==> config.mk <==
export PLATFORM = sky130hd
export DESIGN_NAME = spmic_core
export DESIGN_NICKNAME = d
export VERILOG_FILES = /design/src/spmic_pkg.sv /design/src/spmic_core.sv
export SDC_FILE = /design/constraint.sdc
export NUM_CORES = 1
export LEC_CHECK = 0
export BUFFER_PORTS_ARGS = -buffer_cell sky130_fd_sc_hd__clkbuf_2
export CAP_MARGIN = 20
export CORE_UTILIZATION = 45
export DETAILED_ROUTE_END_ITERATION = 12
export PLACE_DENSITY = 0.73
export SLEW_MARGIN = 15
export SYNTH_ARGS = -nofsm -noshare
export SYNTH_HDL_FRONTEND = slang
export SYNTH_SLANG_ARGS = --single-unit
==> constraint.sdc <==
create_clock -name clk_sys -period 1.6 [get_ports clk_sys]
set_input_delay 0.16 -clock clk_sys [delete_from_list [all_inputs] [get_ports clk_sys]]
set_output_delay 0.16 -clock clk_sys [all_outputs]
set_load 0.1 [all_outputs]
==> src/spmic_pkg.sv <==
// Package with register map, field layout and shared types of the serial mode and interrupt block.
// What this block does
// - Decode four-bit operating mode; unlisted codes are reserved.
// - Drive serial clock pin only when clock output set and source internal.
// - Character length from length field, or nine bits when nine-bit select set.
// - Clocked-mode bit selects asynchronous (0) or synchronous (1).
// - Parity field: even, odd, forced 0, forced 1, none, multi-drop.
// - Stop bits: one, one and a half (async only), two.
// - Echo mode routes receive pin to transmit pin; receiver still receives.
// - Local loopback feeds transmitter output into receiver input.
// - Remote loopback ties receive pin to transmit pin; 00 is normal.
// - Bit-order bit selects LSB first or MSB first both ways.
// - Oversampling bit selects sixteen-times or eight-times sampling.
// - Inhibit bit set means no negative acknowledge is ever sent.
// - Successive-disable clear: negative acknowledge after every parity error in smart-card T=0 mode.
// - Successive-disable set: count errors, stop at limit, set iteration flag.
// - Maximum-iteration field limits repetitions in smart-card T=0.
// - Infrared filter: two-of-three majority over three sub-bit samples.
// - Enable-register write sets mask bits written one.
// - Disable-register write clears mask bits written one.
// - Enable and disable registers share one source bit map.
// - Readable mask, reset to zero, changed only by enable and disable.
// - Modem-line change flags set on level change, cleared on status read.
package spmic_pkg;

   // ----------------------------------------
   // Register offsets
   // ----------------------------------------
   localparam logic [7:0] ADDR_MODE = 8'h04;
   localparam logic [7:0] ADDR_IER = 8'h08;
   localparam logic [7:0] ADDR_IDR = 8'h0c;
   localparam logic [7:0] ADDR_IMR = 8'h10;
   localparam logic [7:0] ADDR_CSR = 8'h14;
   localparam logic [7:0] ADDR_CNT = 8'h44;

   // ----------------------------------------
   // Reset values and masks
   // ----------------------------------------
   localparam logic [31:0] MODE_RESET = 32'h0000_0000;
   localparam logic [31:0] MODE_WMASK = 32'h173f_ffff;
   localparam logic [31:0] IRQ_MAP = 32'h000f_3fff;
   localparam logic [31:0] MASK_RESET = 32'h0000_0000;

   // ----------------------------------------
   // Source bit positions
   // ----------------------------------------
   localparam int SRC_PARITY_ERROR_FLAG = 7;
   localparam int SRC_ITER = 10;
   localparam int SRC_NEGATIVE_ACK_FLAG = 13;
   localparam int SRC_RING_CHANGE_FLAG = 16;

   // ----------------------------------------
   // Field codes
   // ----------------------------------------
   localparam logic [3:0] OPM_NORMAL = 4'h0;
   localparam logic [3:0] OPM_RS485 = 4'h1;
   localparam logic [3:0] OPM_HSHAKE = 4'h2;
   localparam logic [3:0] OPM_MODEM = 4'h3;
   localparam logic [3:0] OPM_CARD_T0 = 4'h4;
   localparam logic [3:0] OPM_CARD_T1 = 4'h6;
   localparam logic [3:0] OPM_IRDA = 4'h8;
   localparam logic [1:0] CLK_MASTER = 2'h0;
   localparam logic [1:0] CLK_DIVIDED = 2'h1;
   localparam logic [1:0] CLK_PIN = 2'h3;
   localparam logic [1:0] LOOP_NORMAL = 2'h0;
   localparam logic [1:0] LOOP_ECHO = 2'h1;
   localparam logic [1:0] LOOP_LOCAL = 2'h2;
   localparam logic [1:0] LOOP_REMOTE = 2'h3;
   localparam logic [3:0] LEN_NINE = 4'h9;
   localparam logic [3:0] LEN_BASE = 4'h5;
   localparam logic [4:0] OVS_SIXTEEN = 5'h10;
   localparam logic [4:0] OVS_EIGHT = 5'h08;

   typedef enum logic [2:0] {
      spmic_par_even, spmic_par_odd, spmic_par_space, spmic_par_mark, spmic_par_none, spmic_par_multidrop
   } spmic_par_e;

   typedef enum logic [1:0] {
      spmic_stop_one, spmic_stop_one_half, spmic_stop_two, spmic_stop_bad
   } spmic_stop_e;

   // Mode register layout, bit 31 down to bit 0.
   typedef struct packed {
      logic [2:0] rsv31;
      logic filter;
      logic rsv27;
      logic [2:0] max_iteration;
      logic [1:0] rsv23;
      logic successive_negack_disable;
      logic negative_ack_inhibit;
      logic oversample;
      logic clock_output_drive;
      logic nine_bit_select;
      logic bit_order;
      logic [1:0] loop_config;
      logic [1:0] stop_bit_count;
      logic [2:0] parity_kind;
      logic sync_select;
      logic [1:0] char_length_field;
      logic [1:0] bit_clock_source;
      logic [3:0] op_mode;
   } spmic_mode_s;

   // Decoded configuration handed to the shifters.
   typedef struct packed {
      logic [3:0] op_mode;
      logic mode_reserved;
      logic [1:0] clk_sel;
      logic [3:0] char_bits;
      logic sync_mode;
      spmic_par_e parity;
      spmic_stop_e stop;
      logic msb_first;
      logic [4:0] oversample_ratio;
      logic card_t0;
      logic irda;
   } spmic_cfg_s;

   // Status events from the shifters.
   typedef struct packed {
      logic [12:0] events;
      logic parity_err_char;
      logic [3:0] modem_lines;
   } spmic_evt_s;

endpackage

==> src/spmic_core.sv <==
// Mode register, interrupt mask, modem change flags, loop routing, filter and negative-acknowledge control.
//
// The register offsets and the strobed register port were decided locally.
`timescale 1ns/10ps
module spmic_core #(
   parameter int ITER_W = 3
) (
   // Clock and reset
   input wire logic clk_sys,
   input wire logic rst_n,
   // Register port
   input wire logic [7:0] reg_addr,
   input wire logic [31:0] reg_wdata,
   input wire logic reg_wr,
   input wire logic reg_rd,
   output logic [31:0] reg_rdata,
   // Status from shifters
   input wire spmic_pkg::spmic_evt_s evt,
   input wire logic char_done,
   input wire logic sample_tick,
   // Line side
   input wire logic rx_pin,
   input wire logic tx_shift_out,
   input wire logic clk_master,
   input wire logic clk_divided,
   input wire logic sck_in,
   output logic tx_pin,
   output logic rx_to_receiver,
   output logic sck_out,
   output logic sck_oe,
   output logic bit_clock,
   output logic negack_send,
   // Configuration and interrupt
   output spmic_pkg::spmic_cfg_s cfg,
   output logic irq
);

   // ----------------------------------------
   // State
   // ----------------------------------------
   typedef struct packed {
      logic [31:0] mode;
      logic [31:0] mask;
      logic [3:0] change;
      logic [3:0] lines_prev;
      logic iter_flag;
      logic negative_ack_flag_flag;
      logic [ITER_W-1:0] err_count;
      logic [2:0] filt_hist;
      logic filt_out;
      logic negack;
      logic [31:0] rdata;
   } spmic_state_s;

   spmic_state_s st;
   spmic_state_s next_st;
   spmic_pkg::spmic_mode_s m;
   logic [31:0] status;
   logic rx_line;
   logic [ITER_W-1:0] iter_limit;
   logic parity_hit;

   function automatic logic majority(input logic [2:0] s);
      majority = (s[0] & s[1]) | (s[0] & s[2]) | (s[1] & s[2]);
   endfunction

   assign m = spmic_pkg::spmic_mode_s'(st.mode);
   assign iter_limit = m.max_iteration[ITER_W-1:0];

   // ----------------------------------------
   // Decode
   // ----------------------------------------
   always_comb begin
      cfg.op_mode = m.op_mode;
      case (m.op_mode)
         spmic_pkg::OPM_NORMAL, spmic_pkg::OPM_RS485, spmic_pkg::OPM_HSHAKE, spmic_pkg::OPM_MODEM,
         spmic_pkg::OPM_CARD_T0, spmic_pkg::OPM_CARD_T1, spmic_pkg::OPM_IRDA: cfg.mode_reserved = 1'b0;
         default: cfg.mode_reserved = 1'b1;
      endcase
      cfg.clk_sel = m.bit_clock_source;
      cfg.char_bits = m.nine_bit_select ? spmic_pkg::LEN_NINE
                      : spmic_pkg::LEN_BASE + {2'h0, m.char_length_field};
      cfg.sync_mode = m.sync_select;
      case (m.parity_kind)
         3'h0: cfg.parity = spmic_pkg::spmic_par_even;
         3'h1: cfg.parity = spmic_pkg::spmic_par_odd;
         3'h2: cfg.parity = spmic_pkg::spmic_par_space;
         3'h3: cfg.parity = spmic_pkg::spmic_par_mark;
         3'h4, 3'h5: cfg.parity = spmic_pkg::spmic_par_none;
         default: cfg.parity = spmic_pkg::spmic_par_multidrop;
      endcase
      case (m.stop_bit_count)
         2'h0: cfg.stop = spmic_pkg::spmic_stop_one;
         2'h1: cfg.stop = m.sync_select ? spmic_pkg::spmic_stop_bad : spmic_pkg::spmic_stop_one_half;
         2'h2: cfg.stop = spmic_pkg::spmic_stop_two;
         default: cfg.stop = spmic_pkg::spmic_stop_bad;
      endcase
      cfg.msb_first = m.bit_order;
      cfg.oversample_ratio = m.oversample ? spmic_pkg::OVS_EIGHT : spmic_pkg::OVS_SIXTEEN;
      cfg.card_t0 = (m.op_mode == spmic_pkg::OPM_CARD_T0);
      cfg.irda = (m.op_mode == spmic_pkg::OPM_IRDA);
   end

   // ----------------------------------------
   // Clock selection and pin routing
   // ----------------------------------------
   // Reserved clock code falls back to the master clock; software must avoid it.
   always_comb begin
      case (m.bit_clock_source)
         spmic_pkg::CLK_DIVIDED: bit_clock = clk_divided;
         spmic_pkg::CLK_PIN: bit_clock = sck_in;
         default: bit_clock = clk_master;
      endcase
   end

   assign sck_oe = m.clock_output_drive & (m.bit_clock_source != spmic_pkg::CLK_PIN);
   assign sck_out = sck_oe & bit_clock;

   // The filter only makes sense on the sixteenth-bit sample strobe.
   assign rx_line = m.filter ? st.filt_out : rx_pin;

   always_comb begin
      case (m.loop_config)
         spmic_pkg::LOOP_ECHO: begin
            tx_pin = rx_pin;
            rx_to_receiver = rx_line;
         end
         spmic_pkg::LOOP_LOCAL: begin
            tx_pin = 1'b1;
            rx_to_receiver = tx_shift_out;
         end
         spmic_pkg::LOOP_REMOTE: begin
            tx_pin = rx_pin;
            rx_to_receiver = 1'b1;
         end
         default: begin
            tx_pin = tx_shift_out;
            rx_to_receiver = rx_line;
         end
      endcase
   end

   // ----------------------------------------
   // Status and interrupt
   // ----------------------------------------
   always_comb begin
      status = 32'h0;
      status[12:0] = evt.events;
      status[spmic_pkg::SRC_ITER] = st.iter_flag;
      status[spmic_pkg::SRC_NEGATIVE_ACK_FLAG] = st.negative_ack_flag_flag;
      status[19:16] = st.change;
      status[23:20] = evt.modem_lines;
   end

   assign irq = |(status & st.mask & spmic_pkg::IRQ_MAP);
   assign parity_hit = char_done & evt.parity_err_char & cfg.card_t0;

   // ----------------------------------------
   // Next state
   // ----------------------------------------
   always_comb begin
      next_st = st;
      next_st.negack = 1'b0;
      next_st.rdata = 32'h0;
      next_st.lines_prev = evt.modem_lines;
      if (reg_wr) begin
         case (reg_addr)
            spmic_pkg::ADDR_MODE: next_st.mode = reg_wdata & spmic_pkg::MODE_WMASK;
            spmic_pkg::ADDR_IER: next_st.mask = st.mask | (reg_wdata & spmic_pkg::IRQ_MAP);
            spmic_pkg::ADDR_IDR: next_st.mask = st.mask & ~(reg_wdata & spmic_pkg::IRQ_MAP);
            default: next_st.mask = st.mask;
         endcase
      end
      if (reg_rd) begin
         case (reg_addr)
            spmic_pkg::ADDR_MODE: next_st.rdata = st.mode;
            spmic_pkg::ADDR_IMR: next_st.rdata = st.mask;
            spmic_pkg::ADDR_CSR: begin
               next_st.rdata = status;
               next_st.change = 4'h0;
               next_st.iter_flag = st.iter_flag;
            end
            spmic_pkg::ADDR_CNT: next_st.rdata = {{(32-ITER_W){1'b0}}, st.err_count};
            default: next_st.rdata = 32'h0;
         endcase
      end
      // A change in the read cycle wins over the clear.
      next_st.change = next_st.change | (evt.modem_lines ^ st.lines_prev);
      if (sample_tick) begin
         next_st.filt_hist = {st.filt_hist[1:0], rx_pin};
         next_st.filt_out = majority({st.filt_hist[1:0], rx_pin});
      end
      if (char_done & ~evt.parity_err_char) begin
         next_st.err_count = '0;
      end
      if (parity_hit & ~m.negative_ack_inhibit) begin
         if (~m.successive_negack_disable) begin
            next_st.negack = 1'b1;
            next_st.negative_ack_flag_flag = 1'b1;
         end else if (st.err_count < iter_limit) begin
            next_st.negack = 1'b1;
            next_st.negative_ack_flag_flag = 1'b1;
            next_st.err_count = st.err_count + 1'b1;
            if (st.err_count + 1'b1 == iter_limit) begin
               next_st.iter_flag = 1'b1;
            end
         end else begin
            next_st.iter_flag = 1'b1;
         end
      end
   end

   // ----------------------------------------
   // Registers
   // ----------------------------------------
   always_ff @(posedge clk_sys or negedge rst_n) begin
      if (!rst_n) begin
         st <= '{mode: spmic_pkg::MODE_RESET, mask: spmic_pkg::MASK_RESET, filt_hist: 3'h7, filt_out: 1'b1,
                 default: '0};
      end else begin
         st <= next_st;
      end
   end

   assign reg_rdata = st.rdata;
   assign negack_send = st.negack;

endmodule

Yosys cells after proc, flatten, opt, wreduce, memory -nomap -nowiden --
Cells that the tools add are included.
Word-level totals: flip-flop bits (word level) 107, input port bits 69, output and inout port bits 64, word-level logic and storage cells 98
Cells by class: add/sub/neg operators 2, magnitude comparators 1, eq/ne operators 28, multiplexer cells 25, bitwise gates (word level) 19, reductions and logical operators 12
Operators by type and width (number):
- one-hot mux 32 bit (4 select lines) | 1
- one-hot mux 32 bit (2 select lines) | 1
- bitwise AND 32 bit | 1
- 2-to-1 mux 32 bit | 1
- inverter 20 -> 32 bit | 1
- bitwise OR 32 x 20 -> 32 bit | 1
- bitwise AND 20 bit | 1
- OR reduction 18 bit | 1
- == test 8 x 4 -> 1 bit (second input constant) | 2
- == test 8 x 5 -> 1 bit (second input constant) | 2
- 2-to-1 mux 4 bit | 4
- one-hot mux 3 bit (5 select lines) | 1
- bitwise AND 1 bit | 9
- 2-to-1 mux 3 bit | 3
- == test 2 bit (second input constant) | 4
- == test 4 x 2 -> 1 bit (second input constant) | 2
- == test 4 x 3 -> 1 bit (second input constant) | 2
- == test 8 x 3 -> 1 bit (second input constant) | 1
- == test 8 x 7 -> 1 bit (second input constant) | 1
- 2-to-1 mux 1 bit | 8
- OR reduction 7 bit | 1
- == test 2 x 1 -> 1 bit (second input constant) | 3
- == test 3 x 2 -> 1 bit (second input constant) | 2
- == test 3 bit (second input constant) | 2
- other kinds (24) | 32

Depth between registers and ports, before layout --
Gate-level depths: netlist of the first run.
depth after elaboration 6, mapped depth 6

Least setup slack after synthesis of the first run --
OpenSTA, ideal clock, no wires.
path kind flip-flop to flip-flop, start register st (netlist bit m[3]), end register st[39] (netlist name), setup time 0.120 ns, arrival 4.937 ns, setup slack -3.457 ns, cell stages (with the launch flop) 5, buffers on the path 0, cells stage by stage dfrtp_1 nor4b_1 nand4_1 or2_2 a31o_2
RTL lines:
- start, declared | RTL line spmic_core.sv:55 | spmic_state_s st;
- start signal, assigned | RTL line spmic_core.sv:218 | st <= '{mode: spmic_pkg::MODE_RESET, mask: spmic_pkg::MASK_RESET, filt_hist: 3'h7, filt_out: 1'b1,
- start signal, assigned | RTL line spmic_core.sv:221 | st <= next_st;

==> results of run 1 <==
-- how the worst max path moves through the flow --
stage	end	start	depth (start not counted)	slack, ns
2_1_floorplan	st[39]	m[1]	4	-0.96
3_3_place_gp	m[5]	reg_addr[1]	6	-0.14
3_5_place_dp	m[9]	reg_addr[1]	6	-0.16
4_1_cts	irq	register	5	-0.41
5_1_grt	irq	register	5	-0.49
6_report	irq	register	5	-0.42
-- critical path: stages, from the launching register on --
cell and delay (ns):
sky130_fd_sc_hd__dfrtp_1 0.39, sky130_fd_sc_hd__a22o_1 0.26, sky130_fd_sc_hd__a221oi_2 0.21, sky130_fd_sc_hd__and3_1 0.21
sky130_fd_sc_hd__nand4_1 0.17, sky130_fd_sc_hd__buf_12 0.24
-- cell families after synthesis --
| family | count (synthesis) | synth area share (%) |
|---|---|---|
| AOI/OAI and AO/OA | 55 | 9.00 |
| xor gates and xnor gates | 7 | 1.35 |
| adders and majority gates | 6 | 1.60 |
| buffers and inverters | 83 | 11.1 |
| DFF | 89 | 49.2 |
| muxes | 64 | 17.0 |
| other | 1 | 0.0827 |
| and+or+nand+nor | 89 | 10.7 |
-- layout by cell type, fill, tap and decap left out, drive strengths merged, types with 2 or more instances in the layout --
| cell type | count |
|---|---|
| mux2 | 44 |
| buf | 77 |
| a22oi | 20 |
| nor3 | 4 |
| a21o | 6 |
| nand2 | 24 |
| nor4b | 4 |
| conb | 7 |
| dlygate4sd3 | 5 |
| mux2i | 20 |
| a221oi | 3 |
| bufinv | 2 |
| a222oi | 3 |
| dfstp | 3 |
| nor2 | 26 |
| a211oi | 3 |
| xnor2 | 2 |
| ha | 5 |
| and2 | 3 |
| and3 | 9 |
| nor2b | 4 |
| a21oi | 6 |
| or2 | 3 |
| a22o | 6 |
| xor2 | 5 |
| nand2b | 4 |
| dfrtp | 86 |
| clkbuf | 113 |
| nand4 | 2 |
| inv | 23 |
| o21ai | 4 |
| nand3 | 2 |
| clkinvlp | 2 |
| clkinv | 4 |
-- per-stage QoR --
step                      utilization [%]  instance area, um2  worst slack, ns  hold slack, ns
after floorplan                         -                4640           -0.965          -0.136
after global placement               57.1                5590           -0.139           0.162
after detailed placement             57.1                5590           -0.159           0.156
after CTS                            61.5                6010           -0.412          0.0159
after global routing                 62.4                6100           -0.494         0.00976
final                                62.4                6100           -0.415          0.0241
-- power breakdown --
part	leakage (nW)	total, mW	switching, mW	internal (mW)
Combinational	2.01	0.983	0.605	0.378
Sequential	1.10	2.41	0.0719	2.33
Clock	0.109	1.69	0.810	0.878
Total	3.22	5.08	1.49	3.59
-- routing by layer --
layer | vias up | wire, um | part of all wire [%] | GRT usage (%)
li1 | 1602 | - | - | -
met1 | 1728 | 4500 | 40 | 28.8
met2 | 103 | 6050 | 54 | 40.2
met3 | 16 | 491 | 4.4 | 4.99
met4 | 0 | 176 | 1.6 | 8.13
met5 | - | 0 | 0 | 0
-- final cells by class --
cell class / count / area [um2]
Clock buffer: 9 / 124
Clock inverter: 7 / 95.1
Fill cell: 789 / 3670
Inverter: 24 / 93.8
Multi-Input combinational cell: 228 / 1980
Sequential cell: 89 / 2230
Tap cell: 133 / 166
Timing Repair Buffer: 186 / 1410
-- timing repair --
item,in CTS,in global routing
hold buffers,5,0
endpoints found under the hold margin,36,0
setup buffers,8,5
endpoints found under the setup margin,16,15
gates resized for setup,21,12
pin swaps,8,5
==> results summary, run 1 <==
The run finished, with violations left. The final reports fail on negative setup slack. The average wire per cell in the routed design is 16.6 um.

The floorplan step defined a die boundary enclosing 10500 um2. The final layout net count is 612. The area share of the largest cell type after synthesis is 47.5%. Setup repair after global routing could not meet its margin everywhere.

The area added between synthesis and finish came out at 34.5%. Sequential cells were found to cover 49.2% of the synthesized design area. The number of synthesis warnings is 0.

The pin count of the biggest net entering global routing came out at 38. The number of cells on the worst reg-to-reg path is 6. The required time of the worst setup path came out at 1.44 ns. The hold-critical path depth is 2. The proportion of layout cells with a drive suffix above 1 is 51.4%. The cell count after synthesis came out at 394. The design draws 5.08 mW.

The number of inserted diodes came out at 0. The number of ports placed on the die boundary came out at 133. The post-detailed-route DRC marker count came out at 0. The clock-pin transition on the worst setup and hold timing paths is 0.10 ns.

The relative max-transition margin is 58.3%. The number of hold violations in the final report is 0. The insertion delay to the later sink of the worst-skew pair is 0.38 ns. The clock arrives with 0.0127 ns of skew. The type of the setup path with the least slack is register to primary output. The effective utilization at floorplan is 46.4%. The area of the placeable core came out at 9770 um2. The number of levels in the clock H-tree came out at 3. Measured along the x axis, the die boundary spans 102 um. The count of endpoints failing setup in the final report is 4.

The post-synthesis instance area came out at 4530 um2. The number of detailed-routing iterations run before antenna repair came out at 5. The pin slew with the least headroom to its limit is 0.617 ns. The cell row count came out at 36.

The worst ir drop on vdd is 0.411 mV. The overall die height is 102 um. The remaining antenna violation count after routing is 0. The share of the clock period used by the worst path after layout came out at 126%. The standby leakage power came out at 3.22 nW. The top achievable clock speed is 0.496 GHz. The data arrival at the endpoint of the critical path is 1.86 ns. Each instance of the synthesized netlist takes up on average 11.5 um2.

The max-capacitance violation count came out at 0. The total negative slack for setup checks came out at -0.530 ns. The port buffer count came out at 118. Among all flip-flop cells after synthesis, the most frequent one is sky130_fd_sc_hd__dfrtp_1.

The worst setup path is launched from a register. The minimum setup slack among reg-to-reg paths is 0.02 ns. The final critical path time including I/O delays and setup is 2.02 ns. The number of placed instances with taps included came out at 642. The startpoint identified for the worst hold timing path is reg_wdata[1]. The count of cells in the finished layout, fillers not included, comes to 676. The largest driver fanout on the critical path is 2. The most instantiated library cell after synthesis is sky130_fd_sc_hd__dfrtp_1. The overflow left after global routing came out at 0. The mean number of vias per cell came out at 5.10. The synthesized design contains 89 register bits.

The startpoint identified for the worst register-to-register timing path is m[26]. The routed layout has 3449 vias. The final weighted congestion in routability-driven placement came out at 0.813. The sink count of the clock tree is 89. Global routing used 23.3% of the available tracks across all layers.

The number of antenna violations at the first check in global routing came out at 0. The first global-routing pass estimated 18.0 mm of wire. The via count of the first global-routing pass came out at 3598. The CTS tree is built. The worst hold path terminates at m[1]. The total clock buffers created by CTS is 9.

The count of flip-flops with a built-in enable after synthesis is 0. Summed over all nets, the half-perimeter wirelength after detailed placement is 8.32 mm. Ranked by instance count, the synthesized netlist is headed by sky130_fd_sc_hd__dfrtp_1 (86), sky130_fd_sc_hd__buf_4 (45), sky130_fd_sc_hd__nor2_1 (26), sky130_fd_sc_hd__inv_1 (24), sky130_fd_sc_hd__mux2_2 (24). Sorting the synthesized cells by area gives the leading types as sky130_fd_sc_hd__dfrtp_1 (47%), sky130_fd_sc_hd__buf_4 (7.5%), sky130_fd_sc_hd__mux2_4 (6.6%). The worst setup path is captured at a primary output. The count of pins over their slew limit came to 0.

Summed over all instances, the cell type with the most area after synthesis is sky130_fd_sc_hd__dfrtp_1. The proportion of register bits with asynchronous set or reset after synthesis is 100%. Setup slack on the critical path of the routed design comes to -0.415 ns.

The final layout contains routed wiring with a total length of 11.2 mm. In this run the critical register-to-register path is captured at st[39]. Synthesis instantiated 45 different standard cells from the library.

The worst hold path class is primary input to register. The cell chosen for the clock root is sky130_fd_sc_hd__clkbuf_8. The largest buffer count on any clock path came out at 2. The DRC violation total after the first TritonRoute iteration came out at 130.

For this design the ratio of total power to cell area is 832 nW/um2.
No activity file was read; power rests on OpenSTA's default activity.
==> run 2: changes to the inputs <==
--- a/config.mk
+++ b/config.mk
@@ -7,9 +7,9 @@
 export LEC_CHECK = 0
 export BUFFER_PORTS_ARGS = -buffer_cell sky130_fd_sc_hd__clkbuf_2
 export CAP_MARGIN = 20
-export CORE_UTILIZATION = 45
+export CORE_UTILIZATION = 47
 export DETAILED_ROUTE_END_ITERATION = 12
-export PLACE_DENSITY = 0.73
+export PLACE_DENSITY = 0.75
 export SLEW_MARGIN = 15
 export SYNTH_ARGS = -nofsm -noshare
 export SYNTH_HDL_FRONTEND = slang
==> results summary, run 2 (synthesis results as in run 1) <==
The final layout net count is 613. The width of the die is 100 um. The max-capacitance violation count is 0. STA classifies the critical path endpoint as a primary output. The number of ports placed on the die boundary came out at 133. The first-pass GRT wire length came out at 17.8 mm. The data arrival at the endpoint of the critical path is 1.81 ns. The effective utilization at floorplan is 48.8%.

Power spread over the standard cell area amounts to 820 nW/um2. The die covers 10000 um2. The number of antenna violations at the first check in global routing is 0.

The cell chosen for the clock root is sky130_fd_sc_hd__clkbuf_8. The sink count of the clock tree came out at 89. The count of pins over their slew limit is 0.

The clock tree skew after final layout came out at 0.0116 ns. The clock passes through at most 2 buffers. Leaving out fill and tap cells, the most frequent cell in the layout is sky130_fd_sc_hd__clkbuf_2.

For this run, design rule violations remaining after detail routing come to 0. The run finished, with violations left. Dividing the detail-routed via count by the number of cells gives 5.12. The final reports fail on negative setup slack. Setup violations remaining at the end of the flow were counted as 5. The number of hold violations in the final report is 0.

The worst hold path class is primary input to register. The standby leakage power is 3.20 nW. Leaving out fill and tap cells, the most frequent cells in the layout are sky130_fd_sc_hd__clkbuf_2 (102), sky130_fd_sc_hd__dfrtp_1 (84), sky130_fd_sc_hd__buf_4 (58). In the final layout, the share of cells above drive strength 1 is 50.7%. The number of placed instances with taps included is 641. At the end of routability-driven placement, the weighted congestion stood at 0.895. Derived from the worst setup path, the maximum achievable clock frequency is 0.508 GHz. The DRC violation total after the first TritonRoute iteration came out at 143. The final standard cell count with taps included and fillers excluded is 673. The remaining antenna violation count after routing is 0. The detailed-route wire length is 11.4 mm. The insertion delay to the later sink of the worst-skew pair is 0.36 ns. The post-route cell area is 6030 um2. Setup repair after global routing could not meet its margin everywhere. The required time of the worst setup path is 1.44 ns. For this run, the total global-route usage over all layers was measured as 23.5%. The pin slew with the least headroom to its limit came out at 0.655 ns. TritonCTS built the clock tree. The average wire per cell in the routed design is 16.9 um. TritonCTS created 9 clock buffers. The repair_antennas step left the layout with diodes totalling 0.

The count of buffers added on input and output ports is 118. The total negative slack for setup checks is -0.471 ns. STA classifies the critical path startpoint as a register. The wire-length estimate of the detail-placed layout is 8.30 mm. The number of detailed-routing iterations run before antenna repair came out at 4. Entering global routing, the biggest net connects 39 pins. The via count of the first global-routing pass came to 3579. The final critical path time including I/O delays and setup came out at 1.97 ns.

OpenSTA, run right after detailed placement, puts the worst setup slack at -0.139 ns. The share of the clock period used by the worst path after layout is 123%. The area added between synthesis and finish is 33.0%. The overall die height came out at 100 um. The post-route worst setup slack is -0.369 ns. The clock-pin transition on the worst setup and hold timing paths is 0.09 ns. The critical path in this run is classified as register to primary output. For this block, the via count after detailed routing is 3448. Headroom to the max-slew limit came out at 55.7%.

The worst ir drop on vdd is 0.513 mV. The largest driver fanout on the critical path came out at 2. The cell area after placement is 5570 um2. The number of levels in the clock H-tree came out at 3. The cell row count is 35. The overflow left after global routing is 0.

The area of the placeable core is 9280 um2.
## run 2: cell count changes in the layout (fill, tap and decap cells not counted), moves of 2 or more
cell,delta
sky130_fd_sc_hd__buf_12,-2
sky130_fd_sc_hd__buf_2,-2
sky130_fd_sc_hd__ha_4,-2
sky130_fd_sc_hd__clkbuf_2,+2
sky130_fd_sc_hd__buf_4,+4
## run 2: worst paths after layout
check                      slack [ns]  endpoint  cells after the start           from
max                             -0.37       irq                      5       register
min                              0.03     m[26]                      2  reg_wdata[26]
max reg2reg                         0    st[39]                      5         st[39]
min reg2reg                      0.52    st[41]                      1         st[41]
max in group asynchronous        0.75      m[5]                      3          rst_n
min in group asynchronous        0.26      m[0]                      2          rst_n
## run 2: worst max-delay path: stages, from the launching register on
cell,delay (ns)
sky130_fd_sc_hd__dfrtp_1,0.39
sky130_fd_sc_hd__a22o_1,0.26
sky130_fd_sc_hd__a221oi_2,0.18
sky130_fd_sc_hd__and3_1,0.20
sky130_fd_sc_hd__nand4_1,0.18
sky130_fd_sc_hd__buf_12,0.24
## run 2: metrics by stage
| step | utilization [%] | power, mW | hold WS (ns) |
|---|---|---|---|
| floorplan | - | 3.03 | -0.136 |
| global placement | 60.0 | 3.34 | 0.0949 |
| detailed placement | 60.0 | 3.36 | 0.106 |
| CTS | 64.4 | 4.94 | 0.0220 |
| global route | 65.0 | 5.10 | 0.0248 |
| finish | 65.0 | 4.95 | 0.0341 |
## run 2: per-layer routing
| layer | share of wire (%) | GRT usage [%] |
|---|---|---|
| met3 | 5.3 | 3.20 |
| met5 | 0 | 0 |
| met2 | 49 | 38.3 |
| met4 | 2.6 | 12.5 |
| met1 | 43 | 30.6 |
## run 2: repair_timing
action	4_1_cts	5_1_grt
endpoints found under the hold margin	26	0
setup buffers	8	3
hold buffers	5	0
pin swaps	6	7
gates cloned	0	0
gates resized for setup	20	7
endpoints found under the setup margin	13	11
## run 2: power by group
part / internal (mW) / switching, mW / total [mW]
clock: 0.729 / 0.829 / 1.56
combinational: 0.378 / 0.604 / 0.982
sequential: 2.33 / 0.0742 / 2.41
## run 2: cell type report
| type | count | area (um2) |
|---|---|---|
| clock buffers | 10 | 128 |
| multi-input cells | 228 | 1960 |
| fillers | 719 | 3250 |
| clock inverters | 6 | 67.6 |
| inverters | 24 | 93.8 |
| flip-flops and latches | 89 | 2230 |
| repair buffers | 187 | 1390 |
| well taps | 129 | 161 |
==> run 3: changes to the inputs <==
--- a/config.mk
+++ b/config.mk
@@ -9,6 +9,7 @@
 export CAP_MARGIN = 20
 export CORE_UTILIZATION = 47
 export DETAILED_ROUTE_END_ITERATION = 12
+export HOLD_SLACK_MARGIN = 0.08
 export PLACE_DENSITY = 0.75
 export SLEW_MARGIN = 15
 export SYNTH_ARGS = -nofsm -noshare
==> results summary, run 3 (synthesis results as in run 1) <==
The number of antenna violations at the first check in global routing came out at 1. Dividing the detail-routed via count by the number of cells gives 5.21. The post-route cell area came out at 6330 um2.

The count of pins over their slew limit is 0. The width of the die is 100 um. The endpoint identified for the worst register-to-register timing path is st[39]. The standby leakage power is 3.32 nW. In this run, CTS created clock tree buffers numbering 9.

The clock tree skew after final layout is 0.0126 ns. The max-capacitance violation count came out at 0. The final layout net count is 642. The first-pass GRT wire length came out at 18.7 mm. The library cell used most frequently in the layout, excluding fill and tap cells, is sky130_fd_sc_hd__clkbuf_2. The post-route worst setup slack is -0.358 ns.

The tree built by TritonCTS fans out to 89 sinks. The required time of the worst setup path is 1.44 ns. The worst-case setup slack after placement is -0.139 ns. The pin slew with the least headroom to its limit came out at 0.691 ns. The area of the placeable core is 9280 um2. The minimum setup slack among reg-to-reg paths came out at 0 ns. In the final layout, the share of cells above drive strength 1 is 49.0%. The CTS tree is built. The worst hold slack came out at 0.0869 ns. The number of ports placed on the die boundary came out at 133. The cell row count came out at 35.

The DRC violation total after the first TritonRoute iteration came out at 239. The clock-pin transition on the worst setup and hold timing paths came out at 0.10 ns. Setup total negative slack on the finished layout was measured at -0.469 ns.

For this block, the via count after detailed routing is 3665. Of the available clock period, the critical path in the final layout requires 122%. The cell count of the worst reg-to-reg path came out at 5. The worst setup path is of the register to primary output kind. The global routing usage summed across all routing layers is 24.7%.

In the layout the commonest cells are sky130_fd_sc_hd__clkbuf_2 (102), sky130_fd_sc_hd__dfrtp_1 (83), sky130_fd_sc_hd__buf_4 (61). The area enclosed by the die boundary is 10000 um2. The relative max-transition margin is 53.3%.

The count of endpoints failing setup in the final report came out at 5. The post-detailed-route DRC marker count is 0. At the worst endpoint, the arrival time is 1.80 ns. The startpoint type of the worst setup path is a register. The final critical path time including I/O delays and setup is 1.96 ns. The effective utilization at floorplan is 48.8%.

The via count of the first global-routing pass is 3752. The flow ran to the end, but the final reports show violations. The number of hold violations in the final report is 0.

After detailed routing, the total wire length is 12.0 mm. The overflow left after global routing came out at 0. The total power density per cell area is 794 nW/um2. VDD sags by at most 0.523 mV. The H-tree was split into 3 levels.

Cells fill 68.2% of the core in the end. Including well taps, the total number of placed cells is 641. The cell area after placement is 5570 um2. The pin count of the biggest net entering global routing came out at 39. The largest driver fanout on the critical path came out at 2. The type of element capturing the critical path is a primary output.

The later pin in the worst-skew pair is clocked with a latency of 0.36 ns. The checks that failed: negative setup slack. The port buffer count came out at 118. Setup repair after global routing could not meet its margin everywhere. The average wire per cell in the routed design is 17.1 um. Detailed placement ended at an HPWL of 8.30 mm. The final weighted congestion in routability-driven placement is 0.895. The final total power came out at 5.02 mW. Excluding fillers, the count of instances in the completed layout stands at 703. The startpoint identified for the worst hold timing path is sample_tick. The worst min-delay path endpoint is st[34]. The first detailed-routing pass took 5 iterations. In this run the deepest clock path goes through 2 buffers. The overall die height is 100 um.

In this run the worst hold path is classified as primary input to register. The cell chosen for the clock root is sky130_fd_sc_hd__clkbuf_8. The hold-critical path depth came out at 2. Static timing analysis puts the maximum clock frequency at 0.511 GHz. The area added between synthesis and finish is 39.6%. The startpoint of the lowest-slack register-to-register path is m[1]. The remaining antenna violation count after routing is 0.
==> run 3: cell count changes in the layout (fill, tap and decap cells not counted) <==
cell                            before  now
sky130_fd_sc_hd__dlygate4sd3_1       5   31
sky130_fd_sc_hd__buf_4              58   61
sky130_fd_sc_hd__dfrtp_1            84   83
sky130_fd_sc_hd__dfrtp_2             2    3
sky130_fd_sc_hd__diode_2             0    1
sky130_fd_sc_hd__ha_1                4    3
sky130_fd_sc_hd__ha_4                0    1
==> run 3: how the worst max path moves through the flow <==
stage / start / to / slack [ns] / depth (start not counted)
2_1_floorplan: m[1] / st[39] / -0.96 / 4
3_3_place_gp: reg_addr[1] / m[5] / -0.12 / 6
3_5_place_dp: reg_addr[1] / m[18] / -0.14 / 6
4_1_cts: register / irq / -0.36 / 5
5_1_grt: register / irq / -0.42 / 5
6_report: register / irq / -0.36 / 5
==> run 3: cell type report <==
| class | instances | area (um2) |
|---|---|---|
| clock inverter | 6 | 67.6 |
| multi-input combinational | 228 | 1970 |
| sequential | 89 | 2230 |
| clock buffer | 10 | 128 |
| inverter | 24 | 93.8 |
| antenna | 1 | 2.50 |
| tap | 129 | 161 |
| timing repair buffer | 216 | 1670 |
| fill | 666 | 2950 |
==> run 3: worst max-delay path: stages, from the launching register on <==
cell,delay [ns]
sky130_fd_sc_hd__dfrtp_1,0.39
sky130_fd_sc_hd__a22o_1,0.26
sky130_fd_sc_hd__a221oi_2,0.18
sky130_fd_sc_hd__and3_1,0.20
sky130_fd_sc_hd__nand4_1,0.18
sky130_fd_sc_hd__buf_12,0.23
==> run 3: where the power goes <==
group          switching [mW]  internal (mW)
clock network           0.839          0.729
logic                   0.620          0.429
registers              0.0747           2.33
total                    1.53           3.49
==> run 3: layer usage <==
layer  vias to the layer above  GRT usage (%)  routed length [um]
met1                      1811           32.1                4900
met4                         0           14.7                 395
met5                         -              0                   0
met2                       155           40.0                6000
met3                        33           2.92                 708
li1                       1666              -                   -
==> run 3: what timing repair did <==
action                                  CTS  global route
buffers inserted                          8             6
pin swaps                                 6             8
endpoints found under the setup margin   13            14
hold buffers                             31             0
resized for setup                        20             9
hold endpoints to repair                114             0
